===== config.mk =====
export PLATFORM = sky130hd
export DESIGN_NAME = ptm_ctrl
export DESIGN_NICKNAME = d
export VERILOG_FILES = /design/src/logic/ptm_div.v /design/src/logic/ptm_ctrl.v
export VERILOG_INCLUDE_DIRS = /design/src /design/src/common
export SDC_FILE = /design/constraint.sdc
export NUM_CORES = 1
export LEC_CHECK = 0
export BUFFER_PORTS_ARGS = -buffer_cell sky130_fd_sc_hd__buf_2
export CELL_PAD_IN_SITES_DETAIL_PLACEMENT = 0
export CELL_PAD_IN_SITES_GLOBAL_PLACEMENT = 1
export CORE_MARGIN = 2
export CORE_UTILIZATION = 41
export DETAILED_ROUTE_END_ITERATION = 8
export HOLD_SLACK_MARGIN = 0.06
export PLACE_DENSITY = 0.83
export SETUP_SLACK_MARGIN = 0.4
export SYNTH_ARGS = -nofsm -noshare
export SYNTH_HDL_FRONTEND = slang
export SYNTH_SLANG_ARGS = --single-unit

===== constraint.sdc =====
create_clock -name MCLK -period 2.7 [get_ports MCLK]
set_input_delay 0.54 -clock MCLK [delete_from_list [all_inputs] [get_ports MCLK]]
set_output_delay 0.54 -clock MCLK [all_outputs]
set_load 0.1 [all_outputs]

===== src/common/ptm_consts.vh =====
// constants for the loop test-mode control block
`ifndef PTM_CONSTS_VH
`define PTM_CONSTS_VH

// register byte offsets on the apb window
`define PTM_OFF_CTRL        12'h000
`define PTM_OFF_STATUS      12'h004
`define PTM_OFF_STEPCNT     12'h008

// control register fields
`define PTM_CTRL_PROBE_EN   0
`define PTM_CTRL_SLOW_EN    1
`define PTM_CTRL_RST        32'h0000_0003

// status register fields
`define PTM_ST_MODE         0
`define PTM_ST_STEP_A       1
`define PTM_ST_STEP_B       2
`define PTM_ST_TSEL         3
`define PTM_ST_IDD          4
`define PTM_ST_FB_SEEN      5
`define PTM_ST_BYPASS       6
`define PTM_ST_PROBE_OE     7
`define PTM_ST_PROBE_SEL    8

// analog probe selector codes
`define PTM_PROBE_OFF       2'h0
`define PTM_PROBE_VOLT      2'h1
`define PTM_PROBE_CURR      2'h2

// divider stage counts: 2^n division
`define PTM_DIV_HALF        1
`define PTM_DIV_SLOW        2

// synchroniser depth and clock figures
`define PTM_SYNC_STAGES     2
`define PTM_CLK_PERIOD_NS   25

`endif


===== src/logic/ptm_div.v =====
// divide a sampled clock level by a power of two
`timescale 1ns/1ps
`default_nettype none

module ptm_div #(
	parameter STAGES = 1
) (
	input  wire clk,
	input  wire rst_n,
	input  wire clear,
	input  wire in_lvl,
	output wire out_lvl
);

	reg              prev_q;
	reg [STAGES-1:0] cnt_q;

	// count rising edges of the sampled clock; msb is the divided clock
	always @(posedge clk or negedge rst_n)
	begin
		if (!rst_n)
		begin
			prev_q <= 1'b0;
			cnt_q  <= {STAGES{1'b0}};
		end
		else
		begin
			prev_q <= in_lvl;
			if (clear)
				cnt_q <= {STAGES{1'b0}};
			else if (in_lvl && !prev_q)
				cnt_q <= cnt_q + {{(STAGES-1){1'b0}}, 1'b1};
		end
	end

	assign out_lvl = cnt_q[STAGES-1];

endmodule // ptm_div

`default_nettype wire


===== src/logic/ptm_ctrl.v =====
// test-mode control around the on-chip analog phase-locked loop
//
// Function
// - both test pins low clears the mode flop and both step flops.
// - in normal mode the loop clock outputs stay low until feedback_in is seen low.
// - test_select high with the mode flop clear powers loop down and bypasses reference onto vco output.
// - in bypass the half output carries reference divided by two.
// - half-rate vco clock divided by four drives slow_test_out.
// - test_select rising with idd_enable high sets the mode flop.
// - in loop test, idd_enable pulses step flops 00,10,01,11.
// - step 00 with idd_enable low leaves the probe pin undriven.
// - step 10 with idd_enable low puts control voltage on probe.
// - step 01 with idd_enable low puts charge pump current on probe.
// - step 11 with idd_enable high keeps loop running for idd.
// - idd_enable high powers down the differential reference buffer.
// - test_select rising with idd_enable low starts core test, flops zero.
// - core test with idd_enable high switches loop bias currents off.
// - both pins low runs the loop normally as system clock.
//
// Decided for this implementation: the placing of the registers and the APB interface to the registers.
`timescale 1ns/1ps
`default_nettype none
`include "ptm_consts.vh"

module ptm_ctrl (
	input  wire        MCLK,
	input  wire        RST_N,
	input  wire        TEST_SELECT,
	input  wire        IDD_ENABLE,
	input  wire        REF_CLOCK_IN,
	input  wire        VCO_RAW_IN,
	input  wire        FEEDBACK_IN,
	output reg         VCO_CLOCK_OUT,
	output reg         VCO_HALF_OUT,
	output reg         SLOW_TEST_OUT,
	output reg         LOOP_POWER_DOWN,
	output reg         LOOP_BIAS_OFF,
	output reg         REF_BUF_POWER_DOWN,
	output reg         PROBE_OE,
	output reg  [1:0]  PROBE_SEL,
	output reg         TEST_MODE_FLOP,
	output reg         TEST_STEP_FLOP_A,
	output reg         TEST_STEP_FLOP_B,
	input  wire        PSEL,
	input  wire        PENABLE,
	input  wire        PWRITE,
	input  wire [11:0] PADDR,
	input  wire [31:0] PWDATA,
	output reg  [31:0] PRDATA,
	output wire        PREADY,
	output wire        PSLVERR
);

	// pin sampling: bit 0 select, 1 idd, 2 ref, 3 vco, 4 feedback
	localparam NPIN = 5;

	// operating modes, one-hot
	localparam MODE_NORMAL = 4'b0001;
	localparam MODE_BYPASS = 4'b0010;
	localparam MODE_LOOP   = 4'b0100;
	localparam MODE_SETUP  = 4'b1000;

	reg  [NPIN-1:0] sync1_q;
	reg  [NPIN-1:0] sync2_q;
	reg             tsel_prev_q;
	reg             idd_prev_q;
	reg             mode_flop_q;
	reg             mode_flop_d;
	reg             step_a_q;
	reg             step_a_d;
	reg             step_b_q;
	reg             step_b_d;
	reg             fb_seen_q;
	reg  [31:0]     ctrl_q;
	reg  [15:0]     step_cnt_q;
	reg  [3:0]      mode_st;
	reg             bypass_d;
	reg             probe_oe_d;
	reg  [1:0]      probe_sel_d;
	reg             vco_out_d;
	reg             half_out_d;
	reg  [31:0]     rdata_d;
	reg             addr_hit;

	wire            tsel;
	wire            idd;
	wire            ref_lvl;
	wire            vco_lvl;
	wire            fb_lvl;
	wire            tsel_rise;
	wire            idd_rise;
	wire            both_low;
	wire            ref_half;
	wire            vco_half;
	wire            vco_slow;
	wire            wr_en;
	wire            rd_en;

	// two-flop synchronisers for every pin; only stage two is looked at
	always @(posedge MCLK or negedge RST_N)
	begin
		if (!RST_N)
		begin
			sync1_q <= {NPIN{1'b0}};
			sync2_q <= {NPIN{1'b0}};
		end
		else
		begin
			sync1_q <= {FEEDBACK_IN, VCO_RAW_IN, REF_CLOCK_IN, IDD_ENABLE, TEST_SELECT};
			sync2_q <= sync1_q;
		end
	end

	assign tsel    = sync2_q[0];
	assign idd     = sync2_q[1];
	assign ref_lvl = sync2_q[2];
	assign vco_lvl = sync2_q[3];
	assign fb_lvl  = sync2_q[4];

	// edge history taken from the settled samples
	always @(posedge MCLK or negedge RST_N)
	begin
		if (!RST_N)
		begin
			tsel_prev_q <= 1'b0;
			idd_prev_q  <= 1'b0;
		end
		else
		begin
			tsel_prev_q <= tsel;
			idd_prev_q  <= idd;
		end
	end

	assign tsel_rise = tsel && !tsel_prev_q;
	assign idd_rise  = idd && !idd_prev_q;
	assign both_low  = !tsel && !idd;

	// next state of the three test flops
	always @*
	begin
		mode_flop_d = mode_flop_q;
		step_a_d    = step_a_q;
		step_b_d    = step_b_q;
		if (both_low)
		begin
			mode_flop_d = 1'b0;
			step_a_d    = 1'b0;
			step_b_d    = 1'b0;
		end
		else if (tsel_rise)
		begin
			// idd high enters loop test, idd low leaves the flops clear
			mode_flop_d = idd;
			step_a_d    = 1'b0;
			step_b_d    = 1'b0;
		end
		else if (mode_flop_q && tsel && idd_rise)
		begin
			// a is the low bit: 00, 10, 01, 11, then back round
			step_a_d = !step_a_q;
			step_b_d = step_b_q ^ step_a_q;
		end
	end

	// test flop storage; reset leaves system mode
	always @(posedge MCLK or negedge RST_N)
	begin
		if (!RST_N)
		begin
			mode_flop_q <= 1'b0;
			step_a_q    <= 1'b0;
			step_b_q    <= 1'b0;
		end
		else
		begin
			mode_flop_q <= mode_flop_d;
			step_a_q    <= step_a_d;
			step_b_q    <= step_b_d;
		end
	end

	// count of step advances, for software to follow the tester
	always @(posedge MCLK or negedge RST_N)
	begin
		if (!RST_N)
			step_cnt_q <= 16'h0000;
		else if (both_low)
			step_cnt_q <= 16'h0000;
		else if (mode_flop_q && tsel && idd_rise)
			step_cnt_q <= step_cnt_q + 16'h0001;
	end

	// feedback seen at a low level: loop divider may now be reset
	always @(posedge MCLK or negedge RST_N)
	begin
		if (!RST_N)
			fb_seen_q <= 1'b0;
		else if (!fb_lvl)
			fb_seen_q <= 1'b1;
	end

	// decode the operating mode from pins and flops
	always @*
	begin
		if (!tsel && !mode_flop_q)
			mode_st = MODE_NORMAL;
		else if (tsel && !mode_flop_q)
			mode_st = MODE_BYPASS;
		else if (tsel && mode_flop_q)
			mode_st = MODE_LOOP;
		else
			mode_st = MODE_SETUP;
	end

	// dividers: reference by two, vco by two, half-rate by four
	ptm_div #(
		.STAGES (`PTM_DIV_HALF)
	) u_ref_half (
		.clk     (MCLK),
		.rst_n   (RST_N),
		.clear   (both_low),
		.in_lvl  (ref_lvl),
		.out_lvl (ref_half)
	);

	ptm_div #(
		.STAGES (`PTM_DIV_HALF)
	) u_vco_half (
		.clk     (MCLK),
		.rst_n   (RST_N),
		.clear   (1'b0),
		.in_lvl  (vco_lvl),
		.out_lvl (vco_half)
	);

	ptm_div #(
		.STAGES (`PTM_DIV_SLOW)
	) u_vco_slow (
		.clk     (MCLK),
		.rst_n   (RST_N),
		.clear   (!ctrl_q[`PTM_CTRL_SLOW_EN]),
		.in_lvl  (vco_half),
		.out_lvl (vco_slow)
	);

	// clock routing and probe selection per mode
	always @*
	begin
		bypass_d    = 1'b0;
		probe_oe_d  = 1'b0;
		probe_sel_d = `PTM_PROBE_OFF;
		vco_out_d   = 1'b0;
		half_out_d  = 1'b0;
		case (mode_st)
			MODE_NORMAL:
			begin
				// held low until feedback is known, so the divider can reset
				vco_out_d  = fb_seen_q & vco_lvl;
				half_out_d = fb_seen_q & vco_half;
			end
			MODE_BYPASS:
			begin
				bypass_d   = 1'b1;
				vco_out_d  = ref_lvl;
				half_out_d = ref_half;
			end
			MODE_LOOP:
			begin
				vco_out_d  = vco_lvl;
				half_out_d = vco_half;
				if (!idd && ctrl_q[`PTM_CTRL_PROBE_EN])
				begin
					if (step_a_q && !step_b_q)
					begin
						probe_oe_d  = 1'b1;
						probe_sel_d = `PTM_PROBE_VOLT;
					end
					else if (!step_a_q && step_b_q)
					begin
						probe_oe_d  = 1'b1;
						probe_sel_d = `PTM_PROBE_CURR;
					end
				end
			end
			MODE_SETUP:
			begin
				// select dropped with idd still high: loop free, flops kept
				vco_out_d  = vco_lvl;
				half_out_d = vco_half;
			end
			default:
			begin
				bypass_d = 1'b0;
			end
		endcase
	end

	// registered pin outputs; one cycle after the sampled cause
	always @(posedge MCLK or negedge RST_N)
	begin
		if (!RST_N)
		begin
			VCO_CLOCK_OUT      <= 1'b0;
			VCO_HALF_OUT       <= 1'b0;
			SLOW_TEST_OUT      <= 1'b0;
			LOOP_POWER_DOWN    <= 1'b0;
			LOOP_BIAS_OFF      <= 1'b0;
			REF_BUF_POWER_DOWN <= 1'b0;
			PROBE_OE           <= 1'b0;
			PROBE_SEL          <= `PTM_PROBE_OFF;
			TEST_MODE_FLOP     <= 1'b0;
			TEST_STEP_FLOP_A   <= 1'b0;
			TEST_STEP_FLOP_B   <= 1'b0;
		end
		else
		begin
			VCO_CLOCK_OUT      <= vco_out_d;
			VCO_HALF_OUT       <= half_out_d;
			SLOW_TEST_OUT      <= vco_slow;
			LOOP_POWER_DOWN    <= bypass_d;
			LOOP_BIAS_OFF      <= bypass_d & idd;
			REF_BUF_POWER_DOWN <= idd;
			PROBE_OE           <= probe_oe_d;
			PROBE_SEL          <= probe_sel_d;
			TEST_MODE_FLOP     <= mode_flop_q;
			TEST_STEP_FLOP_A   <= step_a_q;
			TEST_STEP_FLOP_B   <= step_b_q;
		end
	end

	// apb slave: zero wait states, error on unmapped word
	assign wr_en   = PSEL && PENABLE && PWRITE;
	assign rd_en   = PSEL && PENABLE && !PWRITE;
	assign PREADY  = 1'b1;
	assign PSLVERR = PSEL && PENABLE && !addr_hit;

	// read mux; unmapped reads return zero
	always @*
	begin
		addr_hit = 1'b1;
		rdata_d  = 32'h0000_0000;
		case (PADDR)
			`PTM_OFF_CTRL:
				rdata_d = ctrl_q;
			`PTM_OFF_STATUS:
			begin
				rdata_d[`PTM_ST_MODE]      = mode_flop_q;
				rdata_d[`PTM_ST_STEP_A]    = step_a_q;
				rdata_d[`PTM_ST_STEP_B]    = step_b_q;
				rdata_d[`PTM_ST_TSEL]      = tsel;
				rdata_d[`PTM_ST_IDD]       = idd;
				rdata_d[`PTM_ST_FB_SEEN]   = fb_seen_q;
				rdata_d[`PTM_ST_BYPASS]    = LOOP_POWER_DOWN;
				rdata_d[`PTM_ST_PROBE_OE]  = PROBE_OE;
				rdata_d[`PTM_ST_PROBE_SEL+1:`PTM_ST_PROBE_SEL] = PROBE_SEL;
			end
			`PTM_OFF_STEPCNT:
				rdata_d = {16'h0000, step_cnt_q};
			default:
				addr_hit = 1'b0;
		endcase
	end

	// control write at the access edge, read data capture at the setup edge
	always @(posedge MCLK or negedge RST_N)
	begin
		if (!RST_N)
		begin
			ctrl_q <= `PTM_CTRL_RST;
			PRDATA <= 32'h0000_0000;
		end
		else
		begin
			// only the two defined bits store; the rest read as zero
			if (wr_en && PADDR == `PTM_OFF_CTRL)
				ctrl_q <= PWDATA & `PTM_CTRL_RST;
			if (PSEL && !PENABLE && !PWRITE)
				PRDATA <= rdata_d;
			else if (rd_en)
				PRDATA <= PRDATA;
			else
				PRDATA <= 32'h0000_0000;
		end
	end

endmodule // ptm_ctrl

`default_nettype wire


# Yosys cells after proc, flatten, opt, wreduce, memory -nomap -nowiden
# Cells that the tools add are included.
dict set report classes {
  addsub 4
  n_eq_ne 8
  mux 33
  bitwise 4
  reduce_logical 40
}
# cell n
set ops {}
lappend ops {{two-way mux 32 bit} 2}
lappend ops {{two-way mux 16 bit} 2}
lappend ops {{one-hot mux 10 bit (3 select lines)} 1}
lappend ops {{logical AND 1 bit} 20}
lappend ops {{adder 16 x 1 -> 16 bit, second input constant} 1}
lappend ops {{two-way mux 1 bit} 16}
lappend ops {{logical NOT 1 bit} 13}
lappend ops {{== test 12 x 3 -> 1 bit, second input constant} 1}
lappend ops {{== test 12 x 4 -> 1 bit, second input constant} 1}
lappend ops {{logical NOT 12 bit} 1}
lappend ops {{two-way mux 2 bit} 6}
lappend ops {{two-way mux 4 bit} 3}
lappend ops {{two-way mux 6 bit} 1}
lappend ops {{one-hot mux 1 bit (3 select lines)} 2}
lappend ops {{nonzero test 2 bit} 3}
lappend ops {{== test 4 x 1 -> 1 bit, second input constant} 1}
lappend ops {{== test 4 x 2 -> 1 bit, second input constant} 1}
lappend ops {{== test 4 x 3 -> 1 bit, second input constant} 1}
lappend ops {{== test 4 bit, second input constant} 1}
lappend ops {{!= test 2 x 1 -> 1 bit, second input constant} 2}
lappend ops {{bitwise AND 1 bit} 3}
lappend ops {{nonzero test 3 bit} 1}
lappend ops {{OR reduction 3 bit} 1}
lappend ops {{adder 1 bit, second input constant} 2}
lappend ops {{3 further kinds} 3}
dict set report totals {
  register_bits 84
  output_inout_bits 46
  word_cells 116
}

# Depth between registers and ports, before layout
dict set report depth {
  word_depth 7
  depth_mapped 6
  depth_no_buf 5
}

# Modules after synthesis
# Synthesis repeated with hierarchy kept, for this count alone.
dict set report hier_totals {
  hier_cells 254
  hier_area_um2 2915.3
}
# mod n_inst cells_each area_per_inst_um2 seq_area_each_um2
set modules_own_cells {}
lappend modules_own_cells {ptm_ctrl 1 233 2641.3 1529.0}
lappend modules_own_cells {{ptm_div (u_ref_half ...)} 2 6 78.8 50.0}
lappend modules_own_cells {{ptm_div (u_vco_slow)} 1 9 116.4 75.1}

# Worst setup path after synthesis
# Ideal clock, no wire load.
dict set report synth_timing {
  path_kind {input-to-output}
  start {in PADDR[5]}
  end {out PSLVERR}
  arrival_ns 2.028
  path_slack_ns 0.132
  stages 3
  n_path_buf 0
  cell_sequence {nor4_2 nand4_1 nor2b_1}
}
dict set report synth_between {
  elab_chain_cells 5
}
# element line_no
set synth_lines {}
lappend synth_lines {{start, declared} ptm_ctrl.v:47} ;# input wire [11:0] PADDR,
lappend synth_lines {{== test 12 x 4 -> 1 bit, or another cell as far along} ptm_ctrl.v:343} ;# case (PADDR)
lappend synth_lines {{OR reduction 3 bit (no source line) (*)} -}
lappend synth_lines {{two-way mux 1 bit (*)} ptm_ctrl.v:343}
lappend synth_lines {{logical NOT 1 bit (*)} ptm_ctrl.v:336} ;# assign PSLVERR = PSEL && PENABLE && !addr_hit;
lappend synth_lines {{logical AND 1 bit (*)} ptm_ctrl.v:336}
lappend synth_lines {{end, declared} ptm_ctrl.v:51} ;# output wire PSLVERR
# Every way passes the cells marked *; elsewhere a longest branch is shown, timed or not.

# Worst setup path after layout
dict set report layout_timing {
  start {in PADDR[11]}
  end {out PSLVERR}
}
# Same word-level chain as after synthesis.

==> impl_metrics.ini <==
[placed_design]
io_buffer_count = 52
pre_cts_ws_ps = 605.2
gp_congestion = 0.8135
place_hpwl_um = 3964
dpl_cell_area_um2 = 3261

[pwr]
combPwrFrac = 0.149
power.switching_w = 0.0007046
peakVddDrop_mv = 0.2716
p_leak_nw = 1.739
power_switching_share = 0.3048
p_per_area_nw_per_um2 = 664.1
power.internal_w = 0.001607
pwr-share-clk = 0.375
seq_power_share = 0.476

[route]
drc_errors = 0
vias_per_cell = 4.881
wire_per_inst_um = 13.35
firstDrtPassIters = 4
first_iter_violations = 104
num_vias = 2006
wl_um = 5488
ant_nets = 0

[worst_setup_path]
critPathSlowestCell = nor4_2
crit_chain = buf_2 -> nor4_2 -> nand4_1 -> nor2b_2 -> buf_2
critical_path_required_ps = 2160
reg2reg_depth = 4
cp.arrival_ps = 1540
worstSetupEndpoint = PSLVERR
startpoint = PADDR[11]
worstReg2RegEnd = step_cnt_q[10]
crit_type = input port to output port
cp_common_cell = buf_2
ff2ff_setup_slack_ps = 880
crit_fanout = 2
rr_startpoint = sync2_q[1]
max_stage_delay_ps = 310
worstSetupEndpointType = output port
critPathLaunchType = input port

[yosys]
syn_inst = 252
synthesis.area_um2 = 2934
synth-seq-cells = 68
ys_seq_area_frac = 0.5808
synth_top_area_frac = 0.5629
ys_warn_count = 0
syn_area_per_cell_um2 = 11.64
synth_largest_area_cell = dfrtp_1
synth.area.top_cells = dfrtp_1 56%, a22o_1 7.8%, buf_4 4.3%, nor2_1 2.4%, nand2_1 2.3%
ys_types = 39

[grt]
grtUsageTotal = 0.1520
antenna_found_initial = 0
grt_pass1_vias = 1822
grt-ovfl-total = 0
grt_max_degree = 32
grt_pass1_wl_um = 8859

[sta]
period_needed_ps = 2083
finalCritPeriodShare = 0.7716
relSlewSlack = 0.5505
fin_ws_ps = 616.7
setup_viol = 0
finalClockSkew_ps = 7.721
tightest_slew_ps = 671.7
report.final.hold_viol_count = 0
fmax_mhz = 480.0
tns_ps = 0
slew_viol_final = 0
rsz0062_at_grt = false

[cts]
clk_latency_ps = 340
cts_tree = built
clk_pin_slew_ps = 80
cts_buffer_depth = 2
cts_buffers = 9
clock_sinks = 68
h-tree-depth = 3
clockRootBuffer = clkbuf_8

[finish]
drive_above_1_share = 0.2762
stdcell_area_um2 = 3481
antenna_cells = 0
syn2layout_area_growth_pct = 18.64
nets = 367

[flow_run]
cap_violations = 0

[die]
fp.dieArea_um2 = 7849
die_y_um = 88.60
ioPinCount = 100
std_cell_rows = 30
start_util = 0.4271
core_um2 = 6869
dieWidth_um = 88.60

[min_path]
min_path_type = input port to register

[status]
status = complete, no violations
==> power groups by stage <==
stage                     Sequential [W]  Clock (W)  Combinational [W]
after floorplan                  0.00120          0           0.000202
after global placement           0.00112          0           0.000344
after detailed placement         0.00112          0           0.000346
after CTS                        0.00110   0.000881           0.000347
after global routing             0.00111   0.000931           0.000363
final                            0.00110   0.000867           0.000345
==> registers in the layout (all words and copies together), names as in the netlist, 2 cells and up <==
register,flops
u_vco_slow.cnt_q,2
ctrl_q,2
PRDATA,16
step_cnt_q,16
PROBE_SEL,2
sync1_q,5
sync2_q,5
==> synth_stat cells (all sizes together) <==
cell type	number
dfrtp	66
a22o	26
buf	23
nor2	19
nand2	18
nand3	10
o21ai	7
and2	6
xnor2	6
xor2	6
nand4	5
nor2b	5
a21oi	4
clkbuf	4
mux2i	4
nand2b	4
nor3	4
nor4	4
ha	3
inv	3
or2	3
or3	3
a31oi	2
a41o	2
and3	2
conb	2
dfstp	2
mux2	2
a211oi	1
a21o	1
and4	1
and4b	1
nand4b	1
nor3b	1
or4	1
==> layout make-up <==
type | instances | area (um^2)
inverter | 3 | 11.26
fill | 619 | 3388
clock inverter | 5 | 58.81
sequential | 68 | 1704
multi-input combinational | 169 | 1107
timing repair buffer | 59 | 327.8
clock buffer | 11 | 151.4
tap | 96 | 120.1
==> cells by family (layout without fill, tap and decap cells) <==
kind of cell | Yosys count | in the layout | share of synthesized area
DFF | 68 | 68 | 0.5808
buffers and inverters | 30 | 78 | 0.06183
xor gates and xnor gates | 12 | 12 | 0.03582
other | 2 | 17 | 0.002560
AOI/OAI and AO/OA | 43 | 43 | 0.1126
adders and majority gates | 3 | 3 | 0.01279
muxes | 6 | 6 | 0.02388
and+or+nand+nor | 88 | 88 | 0.1697
==> cells in the final DEF, fill, tap and decap left out, types with 5 or more instances in the layout <==
cell type / n
a22o_1: 26
clkbuf_8: 11
nand4_1: 5
nand3_1: 10
dfrtp_1: 66
conb_1: 17
xor2_1: 6
buf_4: 5
nor2_1: 19
xnor2_1: 6
and2_1: 6
o21ai_0: 7
buf_2: 52
nand2_1: 18
==> metrics by stage <==
stage                     power [W]  std cells  hold slack [ps]  utilization
final                      0.002312        411            302.2       0.5067
after global routing       0.002402        411            275.7       0.5067
after CTS                  0.002329        410            60.76       0.5053
after detailed placement   0.001467        394            334.7       0.4747
after global placement     0.001462        394            332.8       0.4747
after floorplan            0.001405        267            244.4            -
==> critical path, delay by kind of cell <==
| kind | cells | cell delay [ps] |
|---|---|---|
| and+or+nand+nor | 3 | 620 |
| buffers and inverters | 2 | 380 |
==> timing repair <==
item,CTS,global route
setup buffers,0,0
resized for setup,0,0
endpoints found under the hold margin,0,3
hold buffers,0,1
endpoints found under the setup margin,0,0
==> per-layer routing <==
| metal | wire length [um] | global-route usage | vias to the layer above |
|---|---|---|---|
| li1 | - | - | 963 |
| met1 | 2543 | 0.2030 | 962 |
| met2 | 2469 | 0.2269 | 73 |
| met3 | 378 | 0.04757 | 8 |
| met4 | 97 | 0.07025 | 0 |
| met5 | 0 | 0 | - |
==> worst min path at each step <==
stage | startpoint | to | slack [ps] | depth (start not counted)
floorplan | RST_N | LOOP_BIAS_OFF | 240 | 0
global placement | sync1_q[3] | sync2_q[3] | 330 | 0
detailed placement | sync1_q[0] | sync2_q[0] | 330 | 0
CTS | RST_N | TEST_MODE_FLOP | 60 | 1
global route | TEST_SELECT | sync1_q[0] | 280 | 1
finish | TEST_SELECT | sync1_q[0] | 300 | 1
No activity file was read; power rests on OpenSTA's default activity.
